File: config.mk
export PLATFORM = sky130hd
export DESIGN_NAME = rbs_reset_boot_sequencer
export DESIGN_NICKNAME = d
export VERILOG_FILES = /design/src/logic/rbs_pkg.sv /design/src/logic/rbs_reset_boot_sequencer.sv
export VERILOG_INCLUDE_DIRS = /design/src /design/src/logic
export SDC_FILE = /design/constraint.sdc
export NUM_CORES = 1
export LEC_CHECK = 0
export ABC_AREA = 1
export BUFFER_PORTS_ARGS = -buffer_cell sky130_fd_sc_hd__clkbuf_2
export CORE_UTILIZATION = 64
export DETAILED_ROUTE_END_ITERATION = 10
export GPL_TIMING_DRIVEN = 0
export PLACE_DENSITY = 0.91
export SLEW_MARGIN = 10
export SYNTH_ARGS = -nofsm -noshare
export SYNTH_HDL_FRONTEND = slang
export SYNTH_SLANG_ARGS = --single-unit
File: constraint.sdc
create_clock -name clk -period 4.8 [get_ports clk]
set_input_delay 0.96 -clock clk [delete_from_list [all_inputs] [get_ports clk]]
set_output_delay 0.96 -clock clk [all_outputs]
set_load 0.02 [all_outputs]
File: src/logic/rbs_cfg.svh
`ifndef RBS_CFG_SVH
`define RBS_CFG_SVH

// Clock period in ns at 100 MHz
`define RBS_CLK_NS 10

// Reset pulse thresholds in ns
`define RBS_DIG_MIN_NS 100
`define RBS_DIG_MAX_NS 1000
`define RBS_ANA_MIN_NS 10000

// Least times round up
`define RBS_DIG_MIN_CYC ((`RBS_DIG_MIN_NS + `RBS_CLK_NS - 1) / `RBS_CLK_NS)
`define RBS_ANA_MIN_CYC ((`RBS_ANA_MIN_NS + `RBS_CLK_NS - 1) / `RBS_CLK_NS)

// Strap settle and PLL start-up in us, boot limit in ms
`define RBS_START_US 3000
`define RBS_START_CYC (`RBS_START_US * 1000 / `RBS_CLK_NS)
`define RBS_BOOT_MS 1000
`define RBS_BOOT_CYC (`RBS_BOOT_MS * 1000000 / `RBS_CLK_NS)

// Host serial clock edges that select SPI
`define RBS_SPI_EDGES 2

// Boot sense reset value
`define RBS_SENSE_RST 3'h0

// Strap pin positions
`define RBS_STRAP_CLK_LSB 0
`define RBS_STRAP_CLK_MSB 1
`define RBS_STRAP_BOOT 2

`endif

File: src/logic/rbs_pkg.sv
`default_nettype none

package rbs_pkg;

    typedef enum logic [1:0] {
        RBS_CLK_XTAL = 2'h0,
        RBS_CLK_FS8K = 2'h1,
        RBS_CLK_FS16K = 2'h2,
        RBS_CLK_RSVD = 2'h3
    } rbs_clk_src_e;

    typedef struct packed {
        rbs_clk_src_e clk_src;
        logic auto_boot;
    } rbs_sense_s;

    typedef enum logic [2:0] {
        RBS_ST_RESET = 3'h0,
        RBS_ST_SENSE = 3'h1,
        RBS_ST_START = 3'h3,
        RBS_ST_LOCK = 3'h2,
        RBS_ST_LOAD = 3'h6,
        RBS_ST_CONFIG = 3'h7,
        RBS_ST_RUN = 3'h5,
        RBS_ST_FAIL = 3'h4
    } rbs_state_e;

endpackage : rbs_pkg

`default_nettype wire

File: src/logic/rbs_reset_boot_sequencer.sv
// Overview of operation
// RL1 - Low 100 ns to 1 us: digital reset
// RL2 - Low over 10 us: analog reset too
// RL3 - Analog release: supply, PLL on, wait start-up
// RL4 - Any reset release reruns full boot
// RL5 - Straps resampled after every reset type
// RL6 - Sense straps, boot starts 3 ms later
// RL7 - Auto Boot operational within one second
// RL8 - Board gives stable clock before release
// RL9 - External mode: enable drives external regulator
// RL10 - Long reset forces supply enable low
// RL11 - Internal mode: enable drives pass FET
// RL12 - Boot loader first captures strap pins
// RL13 - Auto copies, configures, jumps; host fills
// RL14 - Straps one, zero select clock source
// RL15 - Strap two selects host or auto
// RL16 - Unpulled strap reads zero, pull-up one
// RL17 - Strap pins free after sensing
// RL18 - Auto Boot makes pin nine flash select
// RL19 - PLL lock queues event, interrupt low
// RL20 - Two serial clocks select SPI slave
// RL21 - Low 1 to 10 us: digital only
`timescale 1ns/10ps
`default_nettype none

`include "rbs_cfg.svh"

module rbs_reset_boot_sequencer
    import rbs_pkg::*;
#(
    parameter int unsigned START_CYC = `RBS_START_CYC,
    parameter int unsigned BOOT_CYC = `RBS_BOOT_CYC
) (
    // Clock and power-on reset
    input wire logic clk,
    input wire logic rstn,
    // Device pins
    input wire logic reset_pin_n,
    input wire logic supply_source_select,
    input wire logic [2:0] strap_pins,
    input wire logic host_sclk,
    // Analog and loader handshakes
    input wire logic pll_lock,
    input wire logic flash_load_done,
    input wire logic cfg_done,
    input wire logic host_load_done,
    input wire logic host_int_ack,
    // Supply and clock control
    output logic core_supply_enable_out,
    output logic internal_regulator_on,
    output logic pll_enable,
    output logic core_reset_n,
    // Boot results
    output rbs_sense_s boot_sense,
    output logic strap_pins_free,
    output logic gpio9_is_flash_chip_select,
    output logic flash_load_req,
    output logic cfg_write_req,
    output logic jump_to_ram,
    output logic host_event_push,
    output logic host_interrupt_n,
    output logic host_bus_port_spi,
    output logic operational,
    output logic boot_timeout
);

    localparam int unsigned LOW_W = 11;
    localparam logic [LOW_W-1:0] DIG_MIN = LOW_W'(`RBS_DIG_MIN_CYC);
    localparam logic [LOW_W-1:0] ANA_MIN = LOW_W'(`RBS_ANA_MIN_CYC);
    localparam logic [LOW_W-1:0] LOW_SAT = {LOW_W{1'b1}};
    localparam int unsigned TW = 27;

    // Pin synchronisers
    logic [5:0] sync1_q;
    logic [5:0] sync2_q;
    logic rst_pin_s;
    logic supply_source_select_s;
    logic [2:0] strap_s;
    logic sclk_s;

    always_ff @(posedge clk or negedge rstn) begin
        if (!rstn) begin
            // Idle levels: pin high, straps pulled down, no clock, no lock
            sync1_q <= 6'h01;
            sync2_q <= 6'h01;
        end else begin
            sync1_q <= {pll_lock, host_sclk, strap_pins, reset_pin_n} & 6'h3f;
            sync2_q <= sync1_q;
        end
    end

    // Ext select is sampled with the straps below, not on this bank
    logic ext_sync1_q;
    logic ext_sync2_q;
    always_ff @(posedge clk or negedge rstn) begin
        if (!rstn) begin
            ext_sync1_q <= 1'b0;
            ext_sync2_q <= 1'b0;
        end else begin
            ext_sync1_q <= supply_source_select;
            ext_sync2_q <= ext_sync1_q;
        end
    end

    logic lock_s;
    assign rst_pin_s = sync2_q[0];
    assign strap_s = sync2_q[3:1];
    assign sclk_s = sync2_q[4];
    assign lock_s = sync2_q[5];
    assign supply_source_select_s = ext_sync2_q;

    // Sequencer state
    rbs_state_e state_q, state_d;
    logic [LOW_W-1:0] low_q, low_d;
    logic analog_q, analog_d;
    logic [TW-1:0] tmr_q, tmr_d;
    logic [TW-1:0] boot_tmr_q, boot_tmr_d;
    logic sclk_prev_q, sclk_prev_d;
    logic [1:0] edges_q, edges_d;
    rbs_sense_s sense_q, sense_d;
    logic ext_mode_q, ext_mode_d;
    logic supply_q, supply_d;
    logic pll_q, pll_d;
    logic core_rst_q, core_rst_d;
    logic free_q, free_d;
    logic fl_req_q, fl_req_d;
    logic cfg_req_q, cfg_req_d;
    logic jump_q, jump_d;
    logic evt_q, evt_d;
    logic int_n_q, int_n_d;
    logic spi_q, spi_d;
    logic run_q, run_d;
    logic tmo_q, tmo_d;
    logic in_reset;

    always_comb begin
        state_d = state_q;
        low_d = low_q;
        analog_d = analog_q;
        tmr_d = tmr_q;
        boot_tmr_d = boot_tmr_q;
        sclk_prev_d = sclk_s;
        edges_d = edges_q;
        sense_d = sense_q;
        ext_mode_d = ext_mode_q;
        fl_req_d = fl_req_q;
        cfg_req_d = cfg_req_q;
        jump_d = 1'b0;
        evt_d = 1'b0;
        int_n_d = int_n_q;
        spi_d = spi_q;
        run_d = run_q;
        tmo_d = tmo_q;
        free_d = free_q;
        in_reset = 1'b0;

        // Pulses under 100 ns are taken as glitches and ignored
        if (!rst_pin_s) begin
            if (low_q != LOW_SAT) begin
                low_d = low_q + LOW_W'(1);
            end
            if (low_q >= DIG_MIN) begin
                in_reset = 1'b1; // [RL1] [RL21]
            end
            if (low_q > ANA_MIN) begin
                analog_d = 1'b1; // [RL2]
            end
        end else begin
            low_d = '0;
            // Supply and PLL come back on the clock edge after the synced pin rises
            analog_d = 1'b0; // [RL3]
        end

        if (in_reset) begin
            state_d = RBS_ST_RESET; // [RL1] [RL4]
            fl_req_d = 1'b0;
            cfg_req_d = 1'b0;
            int_n_d = 1'b1;
            spi_d = 1'b0;
            run_d = 1'b0;
            tmo_d = 1'b0;
            free_d = 1'b0;
            edges_d = '0;
            sense_d = rbs_sense_s'(`RBS_SENSE_RST);
        end else begin
            unique case (state_q)
                RBS_ST_RESET: begin
                    if (rst_pin_s) begin
                        state_d = RBS_ST_SENSE; // [RL4]
                    end
                end
                RBS_ST_SENSE: begin
                    // Absent pull-up reads zero via the pad pull-down
                    sense_d.clk_src = rbs_clk_src_e'(
                        strap_s[`RBS_STRAP_CLK_MSB:`RBS_STRAP_CLK_LSB]); // [RL14] [RL16]
                    sense_d.auto_boot = strap_s[`RBS_STRAP_BOOT]; // [RL15] [RL16]
                    ext_mode_d = supply_source_select_s;
                    free_d = 1'b1; // [RL17]
                    tmr_d = '0;
                    state_d = RBS_ST_START; // [RL5] [RL12]
                end
                RBS_ST_START: begin
                    // One wait covers strap settle and PLL start-up
                    if (tmr_q >= TW'(START_CYC - 1)) begin
                        boot_tmr_d = '0;
                        state_d = RBS_ST_LOCK; // [RL6] [RL3]
                    end else begin
                        tmr_d = tmr_q + TW'(1);
                    end
                end
                RBS_ST_LOCK: begin
                    // Relies on a stable board clock before release
                    if (lock_s) begin // [RL8]
                        evt_d = 1'b1; // [RL19]
                        int_n_d = 1'b0; // [RL19]
                        fl_req_d = sense_q.auto_boot; // [RL13]
                        edges_d = '0;
                        state_d = RBS_ST_LOAD;
                    end
                end
                RBS_ST_LOAD: begin
                    if (sense_q.auto_boot) begin
                        if (flash_load_done) begin
                            fl_req_d = 1'b0;
                            cfg_req_d = 1'b1; // [RL13]
                            state_d = RBS_ST_CONFIG;
                        end
                    end else begin
                        if (sclk_s && !sclk_prev_q && edges_q != 2'h3) begin
                            edges_d = edges_q + 2'h1;
                        end
                        if (edges_q >= 2'(`RBS_SPI_EDGES)) begin
                            spi_d = 1'b1; // [RL20]
                        end
                        if (host_load_done) begin
                            run_d = 1'b1; // [RL13]
                            state_d = RBS_ST_RUN;
                        end
                    end
                end
                RBS_ST_CONFIG: begin
                    if (cfg_done) begin
                        cfg_req_d = 1'b0;
                        jump_d = 1'b1; // [RL13]
                        run_d = 1'b1;
                        state_d = RBS_ST_RUN;
                    end
                end
                RBS_ST_RUN: begin
                end
                RBS_ST_FAIL: begin
                end
                default: begin
                    state_d = RBS_ST_RESET;
                end
            endcase

            // Auto Boot must finish within the limit, else flag and stop
            if (state_q == RBS_ST_LOAD || state_q == RBS_ST_CONFIG) begin
                if (sense_q.auto_boot) begin
                    boot_tmr_d = boot_tmr_q + TW'(1);
                    if (boot_tmr_q >= TW'(BOOT_CYC - 1)) begin
                        tmo_d = 1'b1; // [RL7]
                        fl_req_d = 1'b0;
                        cfg_req_d = 1'b0;
                        state_d = RBS_ST_FAIL;
                    end
                end
            end else if (state_q == RBS_ST_LOCK) begin
                boot_tmr_d = boot_tmr_q + TW'(1);
            end

            if (host_int_ack) begin
                int_n_d = 1'b1;
            end
            if (evt_d) begin
                int_n_d = 1'b0; // [RL19]
            end
        end
    end

    // Supply enable is the same pin in both modes; only its load differs
    assign supply_d = !analog_d; // [RL10] [RL9] [RL11]
    assign pll_d = !analog_d; // [RL2] [RL3]
    assign core_rst_d = !in_reset && state_q != RBS_ST_RESET;

    always_ff @(posedge clk or negedge rstn) begin
        if (!rstn) begin
            state_q <= RBS_ST_RESET;
            low_q <= '0;
            analog_q <= 1'b0;
            tmr_q <= '0;
            boot_tmr_q <= '0;
            sclk_prev_q <= 1'b0;
            edges_q <= '0;
            sense_q <= rbs_sense_s'(`RBS_SENSE_RST);
            ext_mode_q <= 1'b0;
            supply_q <= 1'b1;
            pll_q <= 1'b1;
            core_rst_q <= 1'b0;
            free_q <= 1'b0;
            fl_req_q <= 1'b0;
            cfg_req_q <= 1'b0;
            jump_q <= 1'b0;
            evt_q <= 1'b0;
            int_n_q <= 1'b1;
            spi_q <= 1'b0;
            run_q <= 1'b0;
            tmo_q <= 1'b0;
        end else begin
            state_q <= state_d;
            low_q <= low_d;
            analog_q <= analog_d;
            tmr_q <= tmr_d;
            boot_tmr_q <= boot_tmr_d;
            sclk_prev_q <= sclk_prev_d;
            edges_q <= edges_d;
            sense_q <= sense_d;
            ext_mode_q <= ext_mode_d;
            supply_q <= supply_d;
            pll_q <= pll_d;
            core_rst_q <= core_rst_d;
            free_q <= free_d;
            fl_req_q <= fl_req_d;
            cfg_req_q <= cfg_req_d;
            jump_q <= jump_d;
            evt_q <= evt_d;
            int_n_q <= int_n_d;
            spi_q <= spi_d;
            run_q <= run_d;
            tmo_q <= tmo_d;
        end
    end

    // Internal regulator output flop
    logic int_reg_q;
    always_ff @(posedge clk or negedge rstn) begin
        if (!rstn) begin
            int_reg_q <= 1'b0;
        end else begin
            int_reg_q <= supply_d && !ext_mode_d; // [RL11]
        end
    end

    assign core_supply_enable_out = supply_q;
    assign internal_regulator_on = int_reg_q;
    assign pll_enable = pll_q;
    assign core_reset_n = core_rst_q;
    assign boot_sense = sense_q;
    assign strap_pins_free = free_q;
    assign gpio9_is_flash_chip_select = sense_q.auto_boot; // [RL18]
    assign flash_load_req = fl_req_q;
    assign cfg_write_req = cfg_req_q;
    assign jump_to_ram = jump_q;
    assign host_event_push = evt_q;
    assign host_interrupt_n = int_n_q;
    assign host_bus_port_spi = spi_q;
    assign operational = run_q;
    assign boot_timeout = tmo_q;

endmodule : rbs_reset_boot_sequencer

`default_nettype wire

==> results.yml, run 1 <==
synth:
  ys_top_cells_by_area: "sky130_fd_sc_hd__dfrtp_1 45%, sky130_fd_sc_hd__nand2_1 9.9%, sky130_fd_sc_hd__inv_1 5.5%"
  synth_async_sr_flop_share_pct: 100
  number_of_flops_mapped_to_enable_cells_by_yosys: 0
  synthesis.area_per_instance_um2: 8.03
  synth_top_flop_cell: "sky130_fd_sc_hd__dfrtp_1"
  yosys_register_bits: 102
  synth.most_common_cell: "sky130_fd_sc_hd__nand2_1"
  fraction_of_post_synthesis_cell_area_in_the_top_cell_type_by_area_pct: 45.1
  ys_warn_count: 0
  synthCells: 678
  synth_cell_types: 47
  synth-seq-area-share_pct: 47.0
  synth_area_leader: "sky130_fd_sc_hd__dfrtp_1"
  netlist_area_um2: 5440
  synth.net_count: 697
  synth.cells.most_frequent: "144 x sky130_fd_sc_hd__nand2_1, 98 x sky130_fd_sc_hd__dfrtp_1, 80 x sky130_fd_sc_hd__inv_1"
sta:
  timing_max_transition_violations_final: 0
  layout_min_cycle_time_ps: 2230
  achievable-frequency_ghz: 0.449
  report.final.setup_viol: 0
  min_period_over_period_pct: 46.4
  final.setup_skew_ps: 15.9
  worst_pin_slew_ps: 783
  timing.hold.ws_ps: 349
  grt_setup_unrepaired: "no"
  setup-tns-final_ps: 0
  worst_slew_margin_rel_pct: 47.8
  timing.final.hold_violations: 0
routing:
  vias: 4708
  route.detailed.drc: 0
  detailed_routing_iteration_count_for_the_pre_antenna_repair_pass: 5
  route.detailed.vias_per_inst: 5.69
  antenna_violating_nets_post_route: 0
  detailedRoute.firstIterationViolations: 334
  post_drt_wl_per_cell_um: 14.3
  finalWirelength_mm: 11.8
pwr:
  power.density_cell_area_nw_per_um2: 354
  ir_drop_v: 0.000303
  power.static_leakage_nw: 2.74
worst_setup_path:
  arrival_ps: 1270
  path_buf_inv: 2
  worst-r2r-setup-slack_ps: 2640
  critical_path_peak_fanout: 8
  cpLargestDelayFamily: "flip-flops"
  critical_path.cell_chain: "buf_4 -> clkbuf_2"
  cp_data_required_time_ps: 3840
  r2r_start: "low_q[0]"
  cp-end-kind: "output port"
  cp-start-kind: "flop"
  criticalPathCategory: "flop to output port"
  timing.reg2reg.worst_path_depth: 12
  peak_per_stage_delay_on_the_critical_path_ps: 560
  worst_r2r_endpoint: "boot_tmr_q[16]"
  cp_slowest_cell: "sky130_fd_sc_hd__dfrtp_1"
cells_and_area:
  nets: 737
  layout-drive-gt1-share_pct: 14.8
  areaGrowthSynthToFinish_pct: 8.60
  insertedDiodeCount: 0
  final.fill_count: 602
  layout.core_utilization_pct: 71.9
placement:
  count_of_input_and_output_buffers: 29
  detailed_place_hpwl_mm: 8.61
  gp_congestion: 0.975
global_routing:
  grt_antenna_before_repair: 0
  globalRoute.totalOverflow: 0
  largest_net_degree_at_the_start_of_global_routing: 103
  overall_routing_resource_usage_pct: 29.1
  via_count_of_the_first_global_routing_pass: 4463
  grt_pass1_wl_mm: 20.3
die:
  fp.dieH_um: 94.2
  placement_rows: 33
  design.core.area_um2: 8220
  die_area_um2: 8880
  horizontal_die_dimension_um: 94.2
  ios: 30
  initial_utilization_pct: 66.2
min_path:
  timing.hold.worst.start: "ext_sync1_q"
  min_delay_path_depth: 0
  whs_endpoint: "ext_sync2_q"
  timing.hold.worst.class: "flop to flop"
clock_tree:
  cts_max_level: 3
  cts.repair.resized: 0
  post_cts.repair.setup_buffers: 0
  clk_path_buf_depth: 2
  tritoncts_clock_tree: "done"
  cts_inserted_buffers: 9
  cts_hold_buffers: 0
  cts.sink_count: 102
  clock-root-buffer: "sky130_fd_sc_hd__clkbuf_8"
  path_clk_slew_ps: 110
  worst_skew_pair.late_latency_ps: 360
run:
  cap_viol_max_count: 0
run_status:
  run_status: "completed"
[power breakdown]
| group | total, W | switching, W | internal (W) |
|---|---|---|---|
| combinational | 0.000568 | 0.000381 | 0.000186 |
| clock | 0.000502 | 0.000304 | 0.000198 |
| sequential | 0.00102 | 0.0000784 | 0.000945 |
[logic make-up after synthesis]
| group | count (synthesis) | synth area share [%] |
|---|---|---|
| AOI/OAI and AO/OA | 106 | 11.4 |
| xor gates and xnor gates | 20 | 3.22 |
| adders and majority gates | 6 | 1.38 |
| buffers and inverters | 108 | 8.32 |
| DFF | 102 | 47.0 |
| muxes | 2 | 0.391 |
| and+or+nand+nor | 334 | 28.3 |
[per-stage QoR]
stage | total power, W | setup WS (ps) | cell area, um^2 | cells
6_report | 0.00209 | 2570 | 5910 | 828
5_1_grt | 0.00222 | 2450 | 5910 | 828
4_1_cts | 0.00210 | 2570 | 5910 | 828
3_5_place_dp | 0.00160 | 2680 | 5730 | 812
3_3_place_gp | 0.00156 | 1550 | 5720 | 812
2_1_floorplan | 0.00142 | 3070 | 5440 | 678
[metal layers]
metal  routed length (um)  GRT usage [%]  up-vias
met5                    0              0        -
li1                     -              -     2294
met2                 5530           46.2      161
met4                  238           10.1        0
met1                 5410           40.4     2226
met3                  635           4.94       27
[final cells by class]
class                      count  area [um^2]  area share, %
clock buffer                  10          128           2.16
tap                          105          131           2.22
sequential                   102         2560           43.3
inverter                      91          342           5.78
timing repair buffer          29          154           2.60
buffer                        17          111           1.88
multi-input combinational    468         2430           41.2
clock inverter                 6         55.1          0.931
[placed cells by master, fill, tap and decap left out, types with 9 or more instances in the layout]
cell	netlist	routed
sky130_fd_sc_hd__nand2_1	144	144
sky130_fd_sc_hd__dfrtp_1	98	98
sky130_fd_sc_hd__inv_1	80	80
sky130_fd_sc_hd__nor2_1	66	66
sky130_fd_sc_hd__o21ai_0	48	48
sky130_fd_sc_hd__nand3_1	46	46
sky130_fd_sc_hd__clkbuf_2	0	28
sky130_fd_sc_hd__nand4_1	21	21
sky130_fd_sc_hd__a21oi_1	17	17
sky130_fd_sc_hd__xor2_1	17	17
sky130_fd_sc_hd__nor3_1	12	12
sky130_fd_sc_hd__inv_2	11	11
sky130_fd_sc_hd__clkbuf_8	0	10
sky130_fd_sc_hd__nor4_1	9	9
[flip-flops by register name, summed over array words and instances, names as in the netlist, 2 cells and up]
register    count
sync1_q         6
low_q          11
state_q         3
boot_tmr_q     27
tmr_q          27
edges_q         2
boot_sense      2
sync2_q         6
[worst max path at each step]
stage | start | endpoint | slack, ps | cells past startpoint
floorplan | low_q[0] | boot_tmr_q[23] | 3070 | 12
global placement | rstn | boot_tmr_q[3] | 1550 | 1
detailed placement | low_q[0] | boot_tmr_q[16] | 2680 | 12
CTS | gpio9_is_flash_chip_select | boot_sense[0] | 2570 | 2
global route | low_q[0] | boot_tmr_q[16] | 2450 | 12
finish | gpio9_is_flash_chip_select | boot_sense[0] | 2570 | 2
No activity file was read; power rests on OpenSTA's default activity.
==> run 2: changes to the inputs <==
ABC_AREA = 0   (was 1)
CORE_UTILIZATION = 61   (was 64)
PLACE_DENSITY = 0.88   (was 0.91)
clock period = 2.2 ns   (was 4.8 ns; I/O delays follow)
==> run 2 against run 1 <==
Count of clock-buffer cells in the layout is the same. Setup slack worse by 2600 ps. Die area is 2.3% lower. Core utilization is 2.8 points higher. Via count is 0.93% lower. Critical path depth grew 4. Synthesized area down 7.0%. Combinational power increased by 140%. Sequential power increased by 120%. Global-route usage grew 2.5 points. Flip-flop and latch count stayed put. Critical path type is now flop to flop. Critical endpoint is now tmr_q[3]. Largest cell class unchanged. Highest routed layer unchanged.
==> results.yml, run 2 <==
sta:
  timing_max_transition_violations_final: 0
  worst_pin_slew_ps: 789
  report.final.setup_viol: 0
  final.setup_skew_ps: 15.5
  worst_slew_margin_rel_pct: 47.4
  layout_min_cycle_time_ps: 2200
  finalWorstSetupSlack_ps: 3.66
  timing.final.hold_violations: 0
  achievable-frequency_ghz: 0.455
  setup-tns-final_ps: 0
  min_period_over_period_pct: 99.8
clock_tree:
  cts_max_level: 3
  clk_path_buf_depth: 2
  path_clk_slew_ps: 110
  cts.sink_count: 102
  clock-root-buffer: "sky130_fd_sc_hd__clkbuf_8"
  cts_inserted_buffers: 9
  tritoncts_clock_tree: "done"
  worst_skew_pair.late_latency_ps: 390
die:
  horizontal_die_dimension_um: 93.1
  fp.dieH_um: 93.1
  placement_rows: 32
  die_area_um2: 8670
  design.core.area_um2: 7890
  initial_utilization_pct: 64.2
  ios: 30
synth:
  synth_async_sr_flop_share_pct: 100
  synthSimpleGateAreaFrac_pct: 25.2
  synth_mux_area_share_pct: 1.41
  synth_compound_gate_area_share_pct: 16.5
  synthesis.area_per_instance_um2: 9.48
  synth_xor_xnor_area_share_pct: 1.21
  synth_top_flop_cell: "sky130_fd_sc_hd__dfrtp_1"
  synthAdderAreaFrac_pct: 1.48
  synth.net_count: 553
  synth.most_common_cell: "sky130_fd_sc_hd__dfrtp_1"
  synth.cells.most_frequent: "98 x sky130_fd_sc_hd__dfrtp_1, 52 x sky130_fd_sc_hd__nand2_1, 41 x sky130_fd_sc_hd__nor2_1"
  synthCells: 534
  number_of_flops_mapped_to_enable_cells_by_yosys: 0
  ys_top_cells_by_area: "sky130_fd_sc_hd__dfrtp_1 48%, sky130_fd_sc_hd__nand3_1 3.9%, sky130_fd_sc_hd__nand2_1 3.9%"
  synth_cell_types: 56
  largest_family_of_logic_cells_by_synthesized_area: "simple AND/OR/NAND/NOR gates"
  netlist_area_um2: 5060
  yosys_register_bits: 102
  synth_area_leader: "sky130_fd_sc_hd__dfrtp_1"
  synth-seq-area-share_pct: 50.5
  ys_warn_count: 0
  fraction_of_post_synthesis_cell_area_in_the_top_cell_type_by_area_pct: 48.4
placement:
  place_ws_ps: -511
  detailed_place_hpwl_mm: 7.94
  gp_congestion: 0.912
  count_of_input_and_output_buffers: 29
  placedInstanceArea_um2: 5350
worst_setup_path:
  critical_path_peak_fanout: 7
  arrival_ps: 2520
  cp-end-kind: "flop"
  cp-start-kind: "flop"
  cp_data_required_time_ps: 2520
  criticalPathCategory: "flop to flop"
routing:
  finalWirelength_mm: 13.6
  detailed_routing_iteration_count_for_the_pre_antenna_repair_pass: 5
  route.detailed.drc: 0
  detail_route.wirelength.met1_mm: 5.51
  vias: 4664
  detailedRoute.firstIterationViolations: 603
  highest-signal-layer: "met4"
  met3RoutedLength_um: 985
  post_drt_wl_per_cell_um: 19.6
  route.detailed.vias_per_inst: 6.71
  wl_met2_mm: 6.83
  antenna_violating_nets_post_route: 0
global_routing:
  grt_pass1_wl_mm: 21.5
  globalRoute.totalOverflow: 0
  overall_routing_resource_usage_pct: 31.6
  largest_net_degree_at_the_start_of_global_routing: 103
  grt_antenna_before_repair: 0
  via_count_of_the_first_global_routing_pass: 4453
cells_and_area:
  insertedDiodeCount: 0
  nets: 607
  area_taken_by_flip_flops_and_latches_um2: 2560
  final_cell_mix: "94 x sky130_fd_sc_hd__dfrtp_1, 49 x sky130_fd_sc_hd__nand2_1, 39 x sky130_fd_sc_hd__nor2_1"
  top_regs: "boot_tmr_q (27), tmr_q (27), low_q (11)"
  multi_input_area_um2: 2540
  layout-drive-gt1-share_pct: 22.4
  layout.cells.most_common: "sky130_fd_sc_hd__dfrtp_1"
  areaGrowthSynthToFinish_pct: 16.5
  post-route-cell-area_um2: 5900
  final.fill_count: 495
run_status:
  run_status: "completed"
pwr:
  power.density_cell_area_nw_per_um2: 810
  p_total_w: 0.00478
  power.static_leakage_nw: 2.54
  ir_drop_v: 0.000828
min_path:
  timing.hold.worst.class: "input port to async pin"
run:
  cap_viol_max_count: 0
run 2: cell types whose count changed in the layout (fill, tap and decap cells not counted), moves of 10 or more:
cell,delta
sky130_fd_sc_hd__nand2_1,-95
sky130_fd_sc_hd__inv_1,-69
sky130_fd_sc_hd__nor2_1,-27
sky130_fd_sc_hd__buf_4,+16
sky130_fd_sc_hd__o21ai_0,-15
sky130_fd_sc_hd__xor2_1,-12
sky130_fd_sc_hd__inv_2,-11
sky130_fd_sc_hd__a21oi_1,+10
sky130_fd_sc_hd__nor3_1,+10
sky130_fd_sc_hd__or3_1,+10
run 2: timing repair:
action	4_1_cts	5_1_grt
hold buffers	0	0
endpoints found under the setup margin	68	65
pin swaps	9	10
buffers inserted	6	10
resized for setup	28	41
cloned	1	1
run 2: cell type report:
type	count	area share (%)
sequential	102	43.4
multi-input combinational	391	43.0
timing repair buffer	47	4.92
buffer	26	2.69
clock buffer	10	2.16
tap	102	2.16
clock inverter	6	0.891
inverter	11	0.700
run 2: critical path, cell delays in order, from the launching register on:
cell,delay (ps)
sky130_fd_sc_hd__dfrtp_1,460
sky130_fd_sc_hd__ha_4,210
sky130_fd_sc_hd__o21a_4,220
sky130_fd_sc_hd__o311ai_4,350
sky130_fd_sc_hd__a21oi_4,170
sky130_fd_sc_hd__or4_1,580
sky130_fd_sc_hd__a21oi_2,150
run 2: cells by family after synthesis:
kind of cell / after synthesis
and+or+nand+nor: 245
AOI/OAI and AO/OA: 126
adders and majority gates: 6
buffers and inverters: 41
xor gates and xnor gates: 7
DFF: 102
muxes: 7
run 2: routing by layer:
| layer | vias to the layer above | track usage [%] |
|---|---|---|
| met5 | - | 0 |
| met4 | 0 | 11.9 |
| li1 | 2084 | - |
| met3 | 42 | 6.42 |
| met2 | 273 | 51.5 |
| met1 | 2265 | 41.9 |
run 2: worst paths after layout:
check / endpoint / slack, ps / start / cells after the start
worst max-delay path: tmr_q[3] / 4 / tmr_q[1] / 6
worst min-delay path: tmr_q[16] / 130 / rstn / 1
worst max register to register: tmr_q[3] / 4 / tmr_q[1] / 6
worst min register to register: ext_sync2_q / 360 / ext_sync1_q / 0
max in group asynchronous: edges_q[1] / 1520 / rstn / 1
min in group clk: sync1_q[0] / 140 / reset_pin_n / 1
run 2: power by group:
part / switching [W] / internal, W / total, W
clock network: 0.000723 / 0.000431 / 0.00115
registers: 0.000207 / 0.00206 / 0.00227
logic: 0.000913 / 0.000442 / 0.00135
run 2: metrics by stage:
| step | utilization [%] | hold slack, ps | std cells |
|---|---|---|---|
| after floorplan | - | 144 | 534 |
| after global placement | 67.7 | 332 | 665 |
| after detailed placement | 67.8 | 337 | 665 |
| after CTS | 72.1 | 137 | 687 |
| after global routing | 74.8 | 119 | 695 |
| final | 74.8 | 129 | 695 |
